File: config.mk
export PLATFORM = sky130hd
export DESIGN_NAME = hpm_host_pin_mux
export DESIGN_NICKNAME = d
export VERILOG_FILES = /design/src/rtl/hpm_pkg.sv /design/src/rtl/hpm_link_if.sv /design/src/rtl/hpm_share_mux.sv /design/src/rtl/hpm_host_pin_mux.sv
export SDC_FILE = /design/constraint.sdc
export NUM_CORES = 1
export LEC_CHECK = 0
export BUFFER_PORTS_ARGS = -buffer_cell sky130_fd_sc_hd__buf_4
export CAP_MARGIN = 10
export CELL_PAD_IN_SITES_DETAIL_PLACEMENT = 2
export CELL_PAD_IN_SITES_GLOBAL_PLACEMENT = 2
export CORE_MARGIN = 10
export CORE_UTILIZATION = 34
export CTS_BUF_LIST = sky130_fd_sc_hd__clkbuf_16
export DETAILED_ROUTE_END_ITERATION = 8
export HOLD_SLACK_MARGIN = 0.03
export PLACE_DENSITY = 0.78
export SYNTH_ARGS = -nofsm -noshare
export SYNTH_HDL_FRONTEND = slang
export SYNTH_SLANG_ARGS = --single-unit
export TNS_END_PERCENT = 10
File: constraint.sdc
create_clock -name mclk -period 5.6 [get_ports mclk]
set_input_delay 0.56 -clock mclk [delete_from_list [all_inputs] [get_ports mclk]]
set_output_delay 0.56 -clock mclk [all_outputs]
set_load 0.01 [all_outputs]
File: src/rtl/hpm_pkg.sv
package hpm_pkg;
    // Host interface selection, as caught from the strap.
    typedef enum logic {
        HPM_IF_WIRE = 1'b0,
        HPM_IF_SPI  = 1'b1
    } hpm_if_t;

    // Zero-cross output behaviours selected by the two mode bits.
    typedef enum logic [1:0] {
        HPM_ZX_RISE = 2'h0,
        HPM_ZX_FALL = 2'h1,
        HPM_ZX_BOTH = 2'h2,
        HPM_ZX_LVL  = 2'h3
    } hpm_zxmode_t;

    // Field positions in the metering control word.
    localparam int unsigned HPM_ZXCFG_BIT = 7;
    localparam int unsigned HPM_ZERO_CROSS_MODE_LO_BIT  = 8;
    localparam int unsigned HPM_ZERO_CROSS_MODE_HI_BIT  = 9;
    localparam int unsigned HPM_CTRL_W    = 16;

    // Reset values.
    localparam logic [15:0] HPM_CTRL_RST  = 16'h0000;
    localparam logic        HPM_PULSE_RST = 1'b0;
    localparam logic        HPM_SHARE_RST = 1'b1;
    localparam logic        HPM_RFLAG_RST = 1'b0;

    // Zero-cross edge-mode output pulse width, in time and in cycles.
    localparam int unsigned HPM_CLK_HZ      = 10_000_000;
    localparam int unsigned HPM_ZX_PULSE_NS = 1000;
    localparam int unsigned HPM_ZX_PULSE_CYC =
        (HPM_ZX_PULSE_NS * (HPM_CLK_HZ / 1_000_000) + 999) / 1000;
endpackage

File: src/rtl/hpm_link_if.sv
`timescale 1ns/10ps
// Zero-cross, interrupt and reset-sign levels handed from the top to the output mux.
interface hpm_link_if;
    logic zxRaw;
    logic irqLow;
    logic resetSign;
    logic shareOut;
    modport top (output zxRaw, output irqLow, output resetSign, input shareOut);
    modport mux (input zxRaw, input irqLow, input resetSign, output shareOut);
endinterface

File: src/rtl/hpm_share_mux.sv
`timescale 1ns/10ps
// Picks the role of the shared interrupt, zero-cross and reset-sign pin.
module hpm_share_mux
    import hpm_pkg::*;
(
    input  wire logic                  mclk,
    input  wire logic                  rstn,
    input  wire hpm_if_t               ifSel,
    input  wire logic [HPM_CTRL_W-1:0] ctrl,
    hpm_link_if.mux                    lnk
);
    logic        zxPrev_ff;
    logic        zxEvt;
    logic [7:0]  zxCnt_ff;
    logic [7:0]  nxt_zxCnt;
    logic        zxOut;
    hpm_zxmode_t zxMode;

    assign zxMode = hpm_zxmode_t'({ctrl[HPM_ZERO_CROSS_MODE_HI_BIT], ctrl[HPM_ZERO_CROSS_MODE_LO_BIT]});

    // Edge detector on the already synchronised zero-cross level.
    always_ff @(posedge mclk or negedge rstn) begin
        if (!rstn) begin
            zxPrev_ff <= 1'b0;
        end else begin
            zxPrev_ff <= lnk.zxRaw;
        end
    end

    // Edge kind picked by the mode bits.
    always_comb begin
        unique case (zxMode)
            HPM_ZX_RISE: zxEvt = lnk.zxRaw & ~zxPrev_ff;
            HPM_ZX_FALL: zxEvt = ~lnk.zxRaw & zxPrev_ff;
            HPM_ZX_BOTH: zxEvt = lnk.zxRaw ^ zxPrev_ff;
            HPM_ZX_LVL:  zxEvt = 1'b0;
        endcase
    end

    // Stretch each edge so a slow host can see it.
    always_comb begin
        nxt_zxCnt = zxCnt_ff;
        if (zxEvt) begin
            nxt_zxCnt = 8'(HPM_ZX_PULSE_CYC);
        end else if (zxCnt_ff != 8'h00) begin
            nxt_zxCnt = zxCnt_ff - 8'h01;
        end
    end

    always_ff @(posedge mclk or negedge rstn) begin
        if (!rstn) begin
            zxCnt_ff <= 8'h00;
        end else begin
            zxCnt_ff <= nxt_zxCnt;
        end
    end

    // Level mode passes the comparator straight; edge modes give a pulse.
    assign zxOut = (zxMode == HPM_ZX_LVL) ? lnk.zxRaw : (zxCnt_ff != 8'h00);

    // Role of the shared pin.
    always_comb begin
        if (ctrl[HPM_ZXCFG_BIT]) begin
            lnk.shareOut = zxOut;
        end else if (ifSel == HPM_IF_SPI) begin
            lnk.shareOut = lnk.irqLow;
        end else begin
            lnk.shareOut = lnk.resetSign;
        end
    end
endmodule

File: src/rtl/hpm_host_pin_mux.sv
`timescale 1ns/10ps
// How it works
// A low strap picks the single-wire link and a high strap picks the SPI port.
// In SPI mode the shared data pin is the serial output and floats after reset.
// In single-wire mode the data pin is an input, driven only during a response.
// In SPI mode serial data and clock are taken from their input pins.
// In SPI mode a low chip select selects the device; otherwise it is unused.
// After reset the shared output pin rests high and first carries the reset sign, the interrupt only once an SPI strap is caught.
// With zero-cross off and SPI chosen the pin carries the low interrupt request.
// With zero-cross off and the link chosen the pin carries the reset sign.
// With zero-cross on the pin carries the zero-crossing output in either mode.
// The active energy pulse rests low and follows the active power.
// The reactive energy pulse rests low and follows the reactive power.
// The block is held in reset while the reset pin is low.
// A reset flag sets when reset ends and clears when status is read.
// Two mode bits choose one of four zero-crossing output behaviours.
// The strap is caught at reset release and held until the next reset.
module hpm_host_pin_mux
    import hpm_pkg::*;
(
    input  wire logic                  mclk,
    input  wire logic                  rstn,
    input  wire logic                  interfaceSelectStrap,
    input  wire logic [HPM_CTRL_W-1:0] meteringControl,
    input  wire logic                  dataPinIn,
    input  wire logic                  serialDataIn,
    input  wire logic                  serialClkIn,
    input  wire logic                  chipSelectLow,
    input  wire logic                  coreTxData,
    input  wire logic                  coreTxEn,
    input  wire logic                  coreIrqLow,
    input  wire logic                  coreZeroCross,
    input  wire logic                  coreActivePulse,
    input  wire logic                  coreReactivePulse,
    input  wire logic                  statusRead,
    output logic                       dataPinOut_ff,
    output logic                       dataPinOe_ff,
    output logic                       spiSelected_ff,
    output logic                       spiData_ff,
    output logic                       spiClk_ff,
    output logic                       spiSelect_ff,
    output logic                       wireData_ff,
    output logic                       shareOut_ff,
    output logic                       activeEnergyPulse_ff,
    output logic                       reactiveEnergyPulse_ff,
    output logic                       resetFlag_ff
);
    hpm_link_if lnk ();

    logic    strapS1_ff;
    logic    strapS2_ff;
    logic    dataS1_ff;
    logic    dataS2_ff;
    logic    sdiS1_ff;
    logic    sdiS2_ff;
    logic    sclkS1_ff;
    logic    sclkS2_ff;
    logic    csS1_ff;
    logic    csS2_ff;
    logic    zxS1_ff;
    logic    zxS2_ff;
    logic    strapTaken_ff;
    hpm_if_t ifSel_ff;
    logic    justOut_ff;
    logic    strapReady_ff;
    logic    isSpi;

    // Every pin-side input passes two flops before anything reads it.
    always_ff @(posedge mclk or negedge rstn) begin
        if (!rstn) begin
            strapS1_ff <= 1'b0;
            strapS2_ff <= 1'b0;
            dataS1_ff  <= 1'b1;
            dataS2_ff  <= 1'b1;
            sdiS1_ff   <= 1'b1;
            sdiS2_ff   <= 1'b1;
            sclkS1_ff  <= 1'b1;
            sclkS2_ff  <= 1'b1;
            csS1_ff    <= 1'b1;
            csS2_ff    <= 1'b1;
            zxS1_ff    <= 1'b0;
            zxS2_ff    <= 1'b0;
        end else begin
            strapS1_ff <= interfaceSelectStrap;
            strapS2_ff <= strapS1_ff;
            dataS1_ff  <= dataPinIn;
            dataS2_ff  <= dataS1_ff;
            sdiS1_ff   <= serialDataIn;
            sdiS2_ff   <= sdiS1_ff;
            sclkS1_ff  <= serialClkIn;
            sclkS2_ff  <= sclkS1_ff;
            csS1_ff    <= chipSelectLow;
            csS2_ff    <= csS1_ff;
            zxS1_ff    <= coreZeroCross;
            zxS2_ff    <= zxS1_ff;
        end
    end

    // The strap is caught once after release and then frozen; a strap that
    // moves later cannot swap pin roles under a live host.
    always_ff @(posedge mclk or negedge rstn) begin
        if (!rstn) begin
            strapTaken_ff <= 1'b0;
            ifSel_ff      <= HPM_IF_WIRE;
        end else if (strapTaken_ff == 1'b0 && strapReady_ff) begin
            strapTaken_ff <= 1'b1;
            ifSel_ff      <= hpm_if_t'(strapS2_ff);
        end
    end

    // Counts the synchroniser fill so the strap is read only once it is valid.
    always_ff @(posedge mclk or negedge rstn) begin
        if (!rstn) begin
            justOut_ff <= 1'b0;
        end else begin
            justOut_ff <= strapS1_ff | ~strapS1_ff;
        end
    end

    // The second stage still holds its reset value one edge after release, so
    // the capture waits one more edge until the strap has reached it.
    always_ff @(posedge mclk or negedge rstn) begin
        if (!rstn) begin
            strapReady_ff <= 1'b0;
        end else begin
            strapReady_ff <= justOut_ff;
        end
    end

    assign isSpi = strapTaken_ff && (ifSel_ff == HPM_IF_SPI);

    // Data pin direction and value; nothing drives it until a mode is known.
    always_ff @(posedge mclk or negedge rstn) begin
        if (!rstn) begin
            dataPinOut_ff <= 1'b1;
            dataPinOe_ff  <= 1'b0;
        end else if (isSpi) begin
            dataPinOut_ff <= coreTxData;
            dataPinOe_ff  <= coreTxEn & ~csS2_ff;
        end else begin
            dataPinOut_ff <= coreTxData;
            dataPinOe_ff  <= strapTaken_ff & coreTxEn;
        end
    end

    // Inputs handed to the serial engines; unused side rests idle high.
    always_ff @(posedge mclk or negedge rstn) begin
        if (!rstn) begin
            spiSelected_ff <= 1'b0;
            spiData_ff     <= 1'b1;
            spiClk_ff      <= 1'b1;
            spiSelect_ff   <= 1'b1;
            wireData_ff    <= 1'b1;
        end else begin
            spiSelected_ff <= isSpi;
            spiData_ff     <= isSpi ? sdiS2_ff : 1'b1;
            spiClk_ff      <= isSpi ? sclkS2_ff : 1'b1;
            spiSelect_ff   <= isSpi ? csS2_ff : 1'b1;
            wireData_ff    <= isSpi ? 1'b1 : dataS2_ff;
        end
    end

    // Reset flag: the read clears it, but setting wins in the same cycle.
    always_ff @(posedge mclk or negedge rstn) begin
        if (!rstn) begin
            resetFlag_ff <= HPM_RFLAG_RST;
        end else if (justOut_ff == 1'b0) begin
            resetFlag_ff <= 1'b1;
        end else if (statusRead) begin
            resetFlag_ff <= 1'b0;
        end
    end

    assign lnk.zxRaw     = zxS2_ff;
    assign lnk.irqLow    = coreIrqLow;
    assign lnk.resetSign = resetFlag_ff;

    hpm_share_mux u_share (
        .mclk  (mclk),
        .rstn  (rstn),
        .ifSel (isSpi ? HPM_IF_SPI : HPM_IF_WIRE),
        .ctrl  (meteringControl),
        .lnk   (lnk.mux)
    );

    // Shared pin and energy pulses, all registered; idle levels from reset.
    always_ff @(posedge mclk or negedge rstn) begin
        if (!rstn) begin
            shareOut_ff            <= HPM_SHARE_RST;
            activeEnergyPulse_ff   <= HPM_PULSE_RST;
            reactiveEnergyPulse_ff <= HPM_PULSE_RST;
        end else begin
            shareOut_ff            <= lnk.shareOut;
            activeEnergyPulse_ff   <= coreActivePulse;
            reactiveEnergyPulse_ff <= coreReactivePulse;
        end
    end
endmodule

## After elaboration in Yosys (flattened, before gate mapping)

Index checks and enable logic that the tools add are counted.

| storage, ports and cells | value |
|---|---|
| register bits | 36 |
| logic and storage cells | 62 |

| operators by class | value |
|---|---|
| reduce and logical (&&, ||, !) cells | 5 |
| bitwise logic cells | 9 |
| equal/unequal tests | 4 |
| add/sub/neg operators | 1 |
| mux-type cells | 14 |

Operators with widths:

| operator | number |
|---|---|
| $mux 8 | 2 |
| $mux 1 | 11 |
| $reduce_bool 8->1 | 1 |
| $sub 8x1->8 const B | 1 |
| $and 1x1->1 | 4 |
| $eq 2x2->1 const B | 2 |
| $not 1->1 | 4 |
| $pmux 1 s4 | 1 |
| $eq 2x1->1 const B | 1 |
| $logic_and 1x1->1 | 2 |
| $logic_not 2->1 | 1 |
| $ne 2x2->1 const B | 1 |
| $reduce_bool 2->1 | 1 |
| $xor 1x1->1 | 1 |

## Longest topological paths before layout

Gate-level depths: netlist (run 1).

| depth | value |
|---|---|
| depth in word-level cells | 4 |
| mapped depth | 5 |

## By module

From an unflattened synthesis (run 1), not the netlist that was laid out.

| unflattened totals | value |
|---|---|
| cells, all modules | 99 |
| area, all modules | 1336.3 µm² |

By module, submodules not included:

| module | area an instance (µm²) | times used | cells each | seq. area each (µm²) |
|---|---|---|---|---|
| hpm_host_pin_mux | 777.0 | 1 | 41 | 693.2 |
| hpm_share_mux | 559.3 | 1 | 58 | 225.2 |

## Worst setup path before layout (run 1)

Ideal clock, no wire load.

| path | value |
|---|---|
| path type | flip-flop to flip-flop |
| start | register u_share.zxCnt_ff[0] |
| end | register u_share.zxCnt_ff[3] |
| data required time | 5.461 ns |
| setup time | 0.139 ns |
| stages on the path, launching flop included | 6 |
| period minus slack after synthesis | 1.852 ns |
| buffers on the path | 0 |
| arrival time | 1.713 ns |
| path slack | 3.748 ns |
| cell sequence | dfrtp_1 > inv_1 > ha_1 > or4b_1 > o21ai_1 > or4b_1 |

| between the ends | value |
|---|---|
| word-level cells in the longest chain between the ends | 3 |

RTL lines:

| item | RTL line | RTL |
|---|---|---|
| start: declaration | hpm_share_mux.sv:14 | `logic [7:0] zxCnt_ff;` |
| start signal: assignment | hpm_share_mux.sv:54 | `zxCnt_ff <= nxt_zxCnt;` |
| $sub 8x1->8 | hpm_share_mux.sv:46 | `nxt_zxCnt = zxCnt_ff - 8'h01;` |
| $mux 8 | hpm_share_mux.sv:45 | `end else if (zxCnt_ff != 8'h00) begin` |
| $mux 8 | hpm_share_mux.sv:43 | `if (zxEvt) begin` |

Parallel ways exist; a longest one is shown, timed or not. The select of a mux whose other input is x is not followed.
A chain may end at the register's enable or synchronous reset.

## Worst setup path in the final report (run 1)

| path | value |
|---|---|
| start | register u_share.zxCnt_ff[0] |
| end | register u_share.zxCnt_ff[1] |

Same word-level chain as after synthesis.

==> flow_summary_export.csv, run 1 <==
group,metric,value,unit
outcome,outcome,"finished, final reports clean",
die,core_area,0.00377,sq mm
pwr,ir_drop,0.195,mV
synthesis,synth_top_area_share,0.403,
drt,vias_per_cell,5.21,
clocking,cts.sinks,36,
clocking,cts_resized,0,
setup_path,crit_slowest_cell,"nor4b_1",
job,maxCapViolations,0,
synthesis,syn_area,0.00137,sq mm
synthesis,syn_avg_cell_area,13.0,sq um
global_routing,grt_pass1_vias,1134,
sta,max_slew_margin,0.394,
drt,drt_first_pass_iters,4,
synthesis,synth_seq_cells,36,
drt,ant_nets,0,
sta,drv_slew,0,
cells_and_area,final_common_cell,"buf_4",
clocking,cts_tree,"built",
synthesis,yosysSeqAreaShare,0.672,
synthesis,yosysTopAreaCell,"dfrtp_1",
clocking,cts_setup_buffers,0,
setup_path,worstSetupPathType,"reg -> reg",
cells_and_area,fin_cells,187,
setup_path,cp.arrival,2.49,ns
die,die_h,83.4,um
setup_path,crit_path_cell_trace,"inv_1, ha_1, nor4b_1, a21oi_1, or4_1",
sta,rsz0062_at_grt,"false",
global_routing,grt_max_degree,37,
synthesis,synth_nets,139,
pwr,power,0.852,mW
clocking,cts_max_path_buffers,2,
placement,io_buffers,27,
setup_path,critPathLaunchType,"register",
die,start_util,0.362,
clocking,path_clk_slew,0.06,ns
placement,gp_congestion,0.764,
cells_and_area,layout.nets,172,
drt,routed-via-count,974,
setup_path,crit_buf_inv,1,
cells_and_area,utilization,0.476,
setup_path,cp-end-kind,"register",
cells_and_area,area_growth_syn_to_layout,31.4,%
synthesis,netlist_instances,105,
setup_path,r2r-end,"u_share.zxCnt_ff[1]",
clocking,clock_latency,0.28,ns
sta,hold_violations,0,
setup_path,slowest_delay,0.75,ns
setup_path,path_depth,5,
cells_and_area,largest_reg_flops,8,
clocking,root_buffer,"clkbuf_16",
global_routing,overflow,0,
die,dieArea,0.00695,sq mm
setup_path,r2r_start,"u_share.zxCnt_ff[0]",
synthesis,ys_types,32,
die,ios,41,
drt,drt-total-wl,3770,um
die,die_w,83.4,um
drt,drt-initial-drc-count,60,
pwr,power_leakage,0.801,nW
placement,hpwl,2560,um
cells_and_area,final_cell_mix,"buf_4, dfrtp_1, dfstp_2",
setup_path,reg2regPathDepth,5,
setup_path,worstSetupEndpoint,"u_share.zxCnt_ff[1]",
sta,clock.fmax,428,MHz
setup_path,cp_max_fo,7,
pwr,power.density,475,mW/mm^2
sta,fin_skew,0.00502,ns
setup_path,crit_start,"u_share.zxCnt_ff[0]",
clocking,cts_max_level,2,
sta,setup_viol,0,
setup_path,worst_ep_required_time,5.75,ns
setup_path,critical-path-top-delay-family,"simple AND/OR/NAND/NOR gates",
die,std_cell_rows,22,
global_routing,grt_usage,0.112,
placement,placedCellCount,179,
setup_path,r2r_slack,3.26,ns
global_routing,grt_pass1_wl,6160,um
cells_and_area,diodes,0,
sta,tightest_slew,0.896,ns
global_routing,antenna_found_initial,0,
hold_path,hold_path_class,"in -> async",
drt,drt-wirelength-per-cell,20.2,um
sta,period_share,0.418,
sta,tns,0,ns
synthesis,synthTopCellsByArea,"dfrtp_1, dfstp_2, ha_1",
clocking,cts_hold_buf,0,
drt,drc,0,
clocking,tritoncts.num_buffers,5,
cells_and_area,largest-register,"u_share.zxCnt_ff",
synthesis,yosys_warnings,0,
sta,period_minus_slack,2.34,ns
cells_and_area,drive_gt1_frac,0.396,
==> area by class of cell <==
cell class / count / area, sq um
Tap cell: 48 / 60.1
Sequential cell: 36 / 918
Clock buffer: 5 / 125
Multi-Input combinational cell: 62 / 420
Fill cell: 373 / 1980
Inverter: 6 / 22.5
Timing Repair Buffer: 27 / 203
Clock inverter: 3 / 46.3
==> where the power goes <==
group	leakage [nW]	switching [mW]	internal (mW)
sequential	0.410	0.0486	0.305
clock	0.0804	0.109	0.211
combinational	0.310	0.0961	0.0819
==> cells in the mapped netlist, drive strengths merged <==
library cell and instances:
o21ai 6, and2b 1, nor2 2, buf 1, dfstp 14, inv 6, or3b 2, conb 1
o22ai 1, nand2b 4, nor2b 2, or3 2, o31ai 1, nor4 2, ha 4, a211oi 5
or2 4, and3 1, mux2i 1, o31a 1, or4b 2, nor4b 1, nor3 3, nand2 5
dfrtp 22, mux2 1, nand4b 1, or2b 1, a21oi 4, or4 4
==> worst min-delay path by stage <==
stage / end / slack (ns) / cells past startpoint
after global placement: strapS2_ff / 0.33 / 0
after detailed placement: strapS2_ff / 0.34 / 0
after floorplan: activeEnergyPulse_ff / 0.26 / 0
final: u_share.zxCnt_ff[0] / 0.23 / 1
after CTS: u_share.zxCnt_ff[0] / 0.24 / 1
after global routing: u_share.zxCnt_ff[0] / 0.26 / 1
==> routing by layer <==
metal / wire (um) / vias up / share of wire / GRT usage
li1: - / 437 / - / -
met1: 1420 / 501 / 0.38 / 0.118
met2: 2120 / 30 / 0.56 / 0.199
met3: 173 / 6 / 0.046 / 0.0322
met4: 58 / 0 / 0.015 / 0.0508
met5: 0 / - / 0 / 0
==> stage by stage <==
| stage | setup WS (ns) | hold WS [ns] | instance area, sq um |
|---|---|---|---|
| after floorplan | 3.75 | 0.264 | 1370 |
| after global placement | 3.43 | 0.332 | 1620 |
| after detailed placement | 3.36 | 0.342 | 1620 |
| after CTS | 3.23 | 0.240 | 1800 |
| after global routing | 3.10 | 0.259 | 1800 |
| final | 3.26 | 0.227 | 1800 |
==> kinds of logic (layout without fill, tap and decap cells) <==
group | after synthesis | count (layout) | synth area share
buffers and inverters | 7 | 41 | 0.0201
AOI/OAI and AO/OA | 18 | 18 | 0.0806
muxes | 2 | 2 | 0.0156
and+or+nand+nor | 37 | 37 | 0.172
adders and majority gates | 4 | 4 | 0.0366
DFF | 36 | 36 | 0.672
other | 1 | 1 | 0.00274
No activity file was read; power rests on OpenSTA's default activity.
==> inputs of run 2 (changes only) <==
- CORE_UTILIZATION: 34 -> 29
- PLACE_DENSITY: 0.78 -> 0.7
- clock period: 5.6 -> 1.93 ns (I/O delays scaled with it)
==> flow_summary_export.csv, run 2 (synthesis gave the netlist of run 1 again) <==
group,metric,value,unit
global_routing,grt_pass1_vias,1209,
clocking,cts_setup_buffers,0,
global_routing,overflow,0,
sta,fin_skew,0.00432,ns
setup_path,cp-end-kind,"register",
die,start_util,0.307,
sta,hold_violations,0,
die,core_area,0.00444,sq mm
drt,drt-total-wl,3710,um
pwr,pwr-share-clk,0.338,
cells_and_area,largest_reg_flops,8,
job,maxCapViolations,0,
clocking,cts.sinks,36,
pwr,switchingPower,0.764,mW
sta,max_slew_margin,0.532,
setup_path,crit_path_cell_trace,"inv_1, ha_4, or4b_4, o21ai_1, or4b_1",
die,die_h,88.6,um
drt,vias_per_cell,4.91,
pwr,combPwrFrac,0.274,
cells_and_area,final_common_cell,"buf_4",
sta,tightest_slew,0.702,ns
cells_and_area,diodes,0,
global_routing,grt_pass1_wl,6310,um
placement,pre_cts_slack,0.0224,ns
hold_path,hold_path_class,"in -> reg",
setup_path,worst_ep_required_time,2.08,ns
setup_path,worstSetupPathType,"reg -> reg",
pwr,ir_drop,0.475,mV
sta,timing.hold.ws,0.0960,ns
setup_path,slowest_delay,0.47,ns
outcome,outcome,"finished, final reports clean",
cells_and_area,final_cell_mix,"buf_4, dfrtp_1, dfstp_2",
clocking,clock_latency,0.28,ns
cells_and_area,area_growth_syn_to_layout,43.3,%
clocking,cts_tree,"built",
setup_path,crit_start,"u_share.zxCnt_ff[1]",
global_routing,grt_usage,0.106,
die,die_w,88.6,um
clocking,cts_max_level,2,
cells_and_area,layout.nets,188,
cells_and_area,largest-register,"u_share.zxCnt_ff",
pwr,power_frac_seq,0.388,
clocking,tritoncts.num_buffers,5,
cells_and_area,drive_gt1_frac,0.413,
clocking,path_clk_slew,0.06,ns
drt,drc,0,
pwr,power.internal,1.80,mW
die,dieArea,0.00786,sq mm
hold_path,hp-start,"meteringControl[7]",
drt,ant_nets,0,
setup_path,critPathLaunchType,"register",
pwr,power.density,1310,mW/mm^2
sta,drv_slew,0,
setup_path,r2r_start,"u_share.zxCnt_ff[1]",
sta,fin_ws,0.0942,ns
pwr,switching_share,0.298,
sta,setup_viol,0,
die,ios,41,
placement,hpwl,2560,um
global_routing,antenna_found_initial,0,
setup_path,crit_slowest_cell,"or4b_4",
setup_path,cp.arrival,1.99,ns
die,std_cell_rows,24,
drt,drt_first_pass_iters,2,
clocking,root_buffer,"clkbuf_16",
drt,drt-wirelength-per-cell,17.9,um
drt,drt-initial-drc-count,7,
setup_path,cp_max_fo,5,
sta,period_share,0.951,
drt,routed-via-count,1016,
sta,period_minus_slack,1.84,ns
placement,io_buffers,27,
global_routing,grt_max_degree,37,
clocking,cts_max_path_buffers,2,
placement,gp_congestion,0.779,
sta,clock.fmax,545,MHz
pwr,power_leakage,0.878,nW
[run 2: routing by layer]
layer | share of wire | global-route usage | vias up
met4 | 0.016 | 0.0441 | 0
met5 | 0 | 0 | -
met2 | 0.55 | 0.189 | 22
li1 | - | - | 467
met3 | 0.056 | 0.0358 | 7
met1 | 0.38 | 0.112 | 520
[run 2: per-stage QoR]
| step | instance area (sq um) | total power [mW] | setup TNS [ns] | utilization | std cells |
|---|---|---|---|---|---|
| finish | 1960 | 2.57 | 0 | 0.441 | 207 |
| global route | 1960 | 2.76 | -0.00107 | 0.441 | 207 |
| CTS | 1940 | 2.55 | 0 | 0.436 | 207 |
| detailed placement | 1670 | 1.64 | 0 | 0.377 | 189 |
| global placement | 1670 | 1.58 | 0 | 0.377 | 189 |
| floorplan | 1370 | 1.32 | 0 | - | 105 |
[run 2: path summary, 6_finish.rpt]
| path | to | slack [ns] | cells after the start |
|---|---|---|---|
| worst min register to register | strapS2_ff | 0.35 | 0 |
| max in group asynchronous | spiSelect_ff | 1.17 | 2 |
| worst max-delay path | u_share.zxCnt_ff[3] | 0.09 | 5 |
| worst max register to register | u_share.zxCnt_ff[3] | 0.09 | 5 |
| min in group asynchronous | spiSelected_ff | 0.42 | 2 |
| worst min-delay path | shareOut_ff | 0.1 | 2 |
[run 2: layout make-up]
class / instances / area, sq um
well taps: 52 / 65.1
multi-input cells: 62 / 443
fillers: 456 / 2490
inverters: 6 / 22.5
repair buffers: 43 / 348
flip-flops and latches: 36 / 918
clock buffers: 6 / 150
clock inverters: 2 / 11.3
[run 2: worst max-delay path: cells and delay by family (launching register included)]
kind	cells	cell delay, ns
simple gates	2	0.90
flops	1	0.38
fa+ha+maj	1	0.17
buf+inv	1	0.14
compound gates	1	0.12
[run 2: timing repair]
action / CTS / global route
setup endpoints to repair: 0 / 3
resized for setup: 0 / 4
hold buffers: 10 / 0
endpoints found under the hold margin: 31 / 0
[run 2: power by group through the flow]
stage	combinational [mW]	sequential, mW	clock, mW
final	0.703	0.996	0.868
after global routing	0.805	1.02	0.932
after CTS	0.672	0.986	0.892
after detailed placement	0.650	0.994	0
after global placement	0.603	0.979	0
after floorplan	0.330	0.994	0
==> inputs of run 3 (changes only) <==
- ABC_AREA: not set -> 1
- CORE_MARGIN: 10 -> 4
- CORE_UTILIZATION: 29 -> 28
- PLACE_DENSITY: 0.7 -> 0.71
- SKIP_LAST_GASP: not set -> 1
==> flow_summary_export.csv, run 3 <==
group,metric,value,unit
outcome,outcome,"finished, final reports clean",
cells_and_area,area_growth_syn_to_layout,37.5,%
setup_path,crit_path_cell_trace,"inv_1, ha_1, nand2_1, nand2_1, o21ai_0, nor2_1, nor2_1",
drt,drc,0,
setup_path,r2r_slack,0.49,ns
cells_and_area,layout.nets,199,
sta,period_share,0.747,
clocking,path_clk_slew,0.05,ns
sta,drv_slew,0,
global_routing,overflow,0,
die,std_cell_rows,25,
setup_path,critical-path-top-delay-family,"flip-flops",
sta,timing.hold.ws,0.107,ns
cells_and_area,largest-register,"u_share.zxCnt_ff",
clocking,root_buffer,"clkbuf_16",
synthesis,synth_top_area_share,0.407,
synthesis,synth_common_cells,"dfrtp_1, nand2_1, nor2_1, dfstp_2, inv_1",
sta,clock.fmax,694,MHz
hold_path,hold_path_depth,2,
drt,drt-initial-drc-count,13,
synthesis,syn_avg_cell_area,11.2,sq um
sta,tns,0,ns
placement,dpl_cell_area,0.00162,sq mm
sta,setup_viol,0,
sta,fin_skew,0.00385,ns
pwr,ir_drop,0.514,mV
die,core_area,0.00469,sq mm
global_routing,grt_max_degree,37,
drt,vias_per_cell,4.45,
hold_path,hold_path_class,"in -> reg",
setup_path,critPathLaunchType,"register",
synthesis,synth_most_common_cell,"dfrtp_1",
cells_and_area,largest_reg_flops,8,
setup_path,crit_slowest_cell,"dfrtp_1",
sta,period_minus_slack,1.44,ns
drt,routed-via-count,978,
hold_path,min_to,"resetFlag_ff",
cells_and_area,final_cell_mix,"buf_4, dfrtp_1, nand2_1",
drt,ant_nets,0,
synthesis,synth_nets,155,
global_routing,grt_usage,0.117,
setup_path,cp.arrival,1.64,ns
clocking,cts_tree,"built",
die,die_w,77.5,um
sta,rsz0062_at_grt,"false",
sta,fin_ws,0.489,ns
pwr,power_leakage,0.898,nW
die,start_util,0.288,
cells_and_area,final_common_cell,"buf_4",
clocking,cts_max_level,2,
setup_path,path_depth,7,
pwr,power.density,1230,mW/mm^2
setup_path,r2r_start,"lnk.zxRaw",
synthesis,synthTopCellsByArea,"dfrtp_1, dfstp_2, nand2_1",
setup_path,reg2regPathDepth,7,
setup_path,worst_ep_required_time,2.13,ns
drt,drt-total-wl,3230,um
placement,placedCellCount,202,
setup_path,cp-end-kind,"register",
setup_path,slowest_delay,0.39,ns
synthesis,synth_seq_cells,36,
hold_path,hp-start,"statusRead",
sta,hold_violations,0,
setup_path,crit_buf_inv,1,
placement,io_buffers,27,
global_routing,grt_pass1_wl,5460,um
die,dieArea,0.00600,sq mm
synthesis,syn_area,0.00135,sq mm
clocking,clock_latency,0.27,ns
cells_and_area,design_area,0.00186,sq mm
cells_and_area,diodes,0,
clocking,cts_resized,0,
placement,pre_cts_slack,0.469,ns
setup_path,r2r-end,"u_share.zxCnt_ff[5]",
placement,gp_congestion,0.757,
die,ios,41,
global_routing,grt_pass1_vias,1146,
clocking,cts_max_path_buffers,2,
job,maxCapViolations,0,
cells_and_area,drive_gt1_frac,0.337,
synthesis,synth-async-reset-ratio,1.00,
placement,hpwl,2270,um
synthesis,yosysSeqAreaShare,0.680,
pwr,power,2.29,mW
cells_and_area,fin_cells,220,
cells_and_area,utilization,0.396,
clocking,cts_setup_buffers,0,
global_routing,antenna_found_initial,0,
drt,drt_first_pass_iters,4,
setup_path,worstSetupPathType,"reg -> reg",
clocking,tritoncts.num_buffers,5,
synthesis,netlist_instances,121,
synthesis,yosys_warnings,0,
synthesis,synth-edff-count,0,
drt,drt-wirelength-per-cell,14.7,um
synthesis,ys.flop_type,"dfrtp_1",
setup_path,cp_max_fo,4,
clocking,cts_hold_buf,7,
clocking,cts.sinks,36,
die,die_h,77.5,um
synthesis,yosysTopAreaCell,"dfrtp_1",
synthesis,ys_types,22,
-- run 3: changes by cell type in the layout (fill, tap and decap cells not counted), moves of 4 or more --
cell      before  now
nor2_1         2   15
buf_4         33   27
a211oi_1       5    0
inv_1          6   14
nand2_1        5   21
or4_1          4    0
nand3_1        0    4
nand2b_1       4    0
-- run 3: kinds of logic after synthesis --
group / count (synthesis) / share of synthesized area
AO/OA/AOI/OAI: 11 / 0.0426
XOR/XNOR: 2 / 0.0130
adder cells (fa/ha/maj): 4 / 0.0370
buffers and inverters: 14 / 0.0389
flip-flops: 36 / 0.680
multiplexers: 1 / 0.00833
other: 1 / 0.00278
AND/OR/NAND/NOR: 52 / 0.178
-- run 3: routing by layer --
layer	up-vias	GRT usage	wire length [um]
met5	-	0	0
met4	0	0.0374	43
met3	4	0.0313	41
met2	17	0.217	1840
met1	494	0.129	1300
li1	463	-	-
-- run 3: worst max path at each step --
stage	from	endpoint	slack, ns
after detailed placement	lnk.zxRaw	u_share.zxCnt_ff[5]	0.47
after floorplan	lnk.zxRaw	u_share.zxCnt_ff[5]	0.70
after global routing	lnk.zxRaw	u_share.zxCnt_ff[5]	0.30
final	lnk.zxRaw	u_share.zxCnt_ff[5]	0.49
after global placement	lnk.zxRaw	u_share.zxCnt_ff[5]	0.55
after CTS	lnk.zxRaw	u_share.zxCnt_ff[5]	0.45
-- run 3: area by class of cell --
type / instances / area, sq um
inverter: 14 / 52.6
sequential: 36 / 918
timing repair buffer: 37 / 303
fill: 499 / 2830
clock buffer: 5 / 125
multi-input combinational: 71 / 380
clock inverter: 3 / 11.3
tap: 54 / 67.6
-- run 3: power by group --
group	switching (mW)	total (mW)	internal (mW)
Sequential	0.0924	1.00	0.911
Clock	0.269	0.732	0.463
Combinational	0.318	0.551	0.232
Total	0.680	2.29	1.61
-- run 3: worst reg2reg max path, delay by kind of cell, from the launching register on --
kind / cells / cell delay [ns]
AND/OR/NAND/NOR: 4 / 0.32
flip-flops: 1 / 0.39
AO/OA/AOI/OAI: 1 / 0.31
buffers and inverters: 1 / 0.06
adder cells (fa/ha/maj): 1 / 0.29
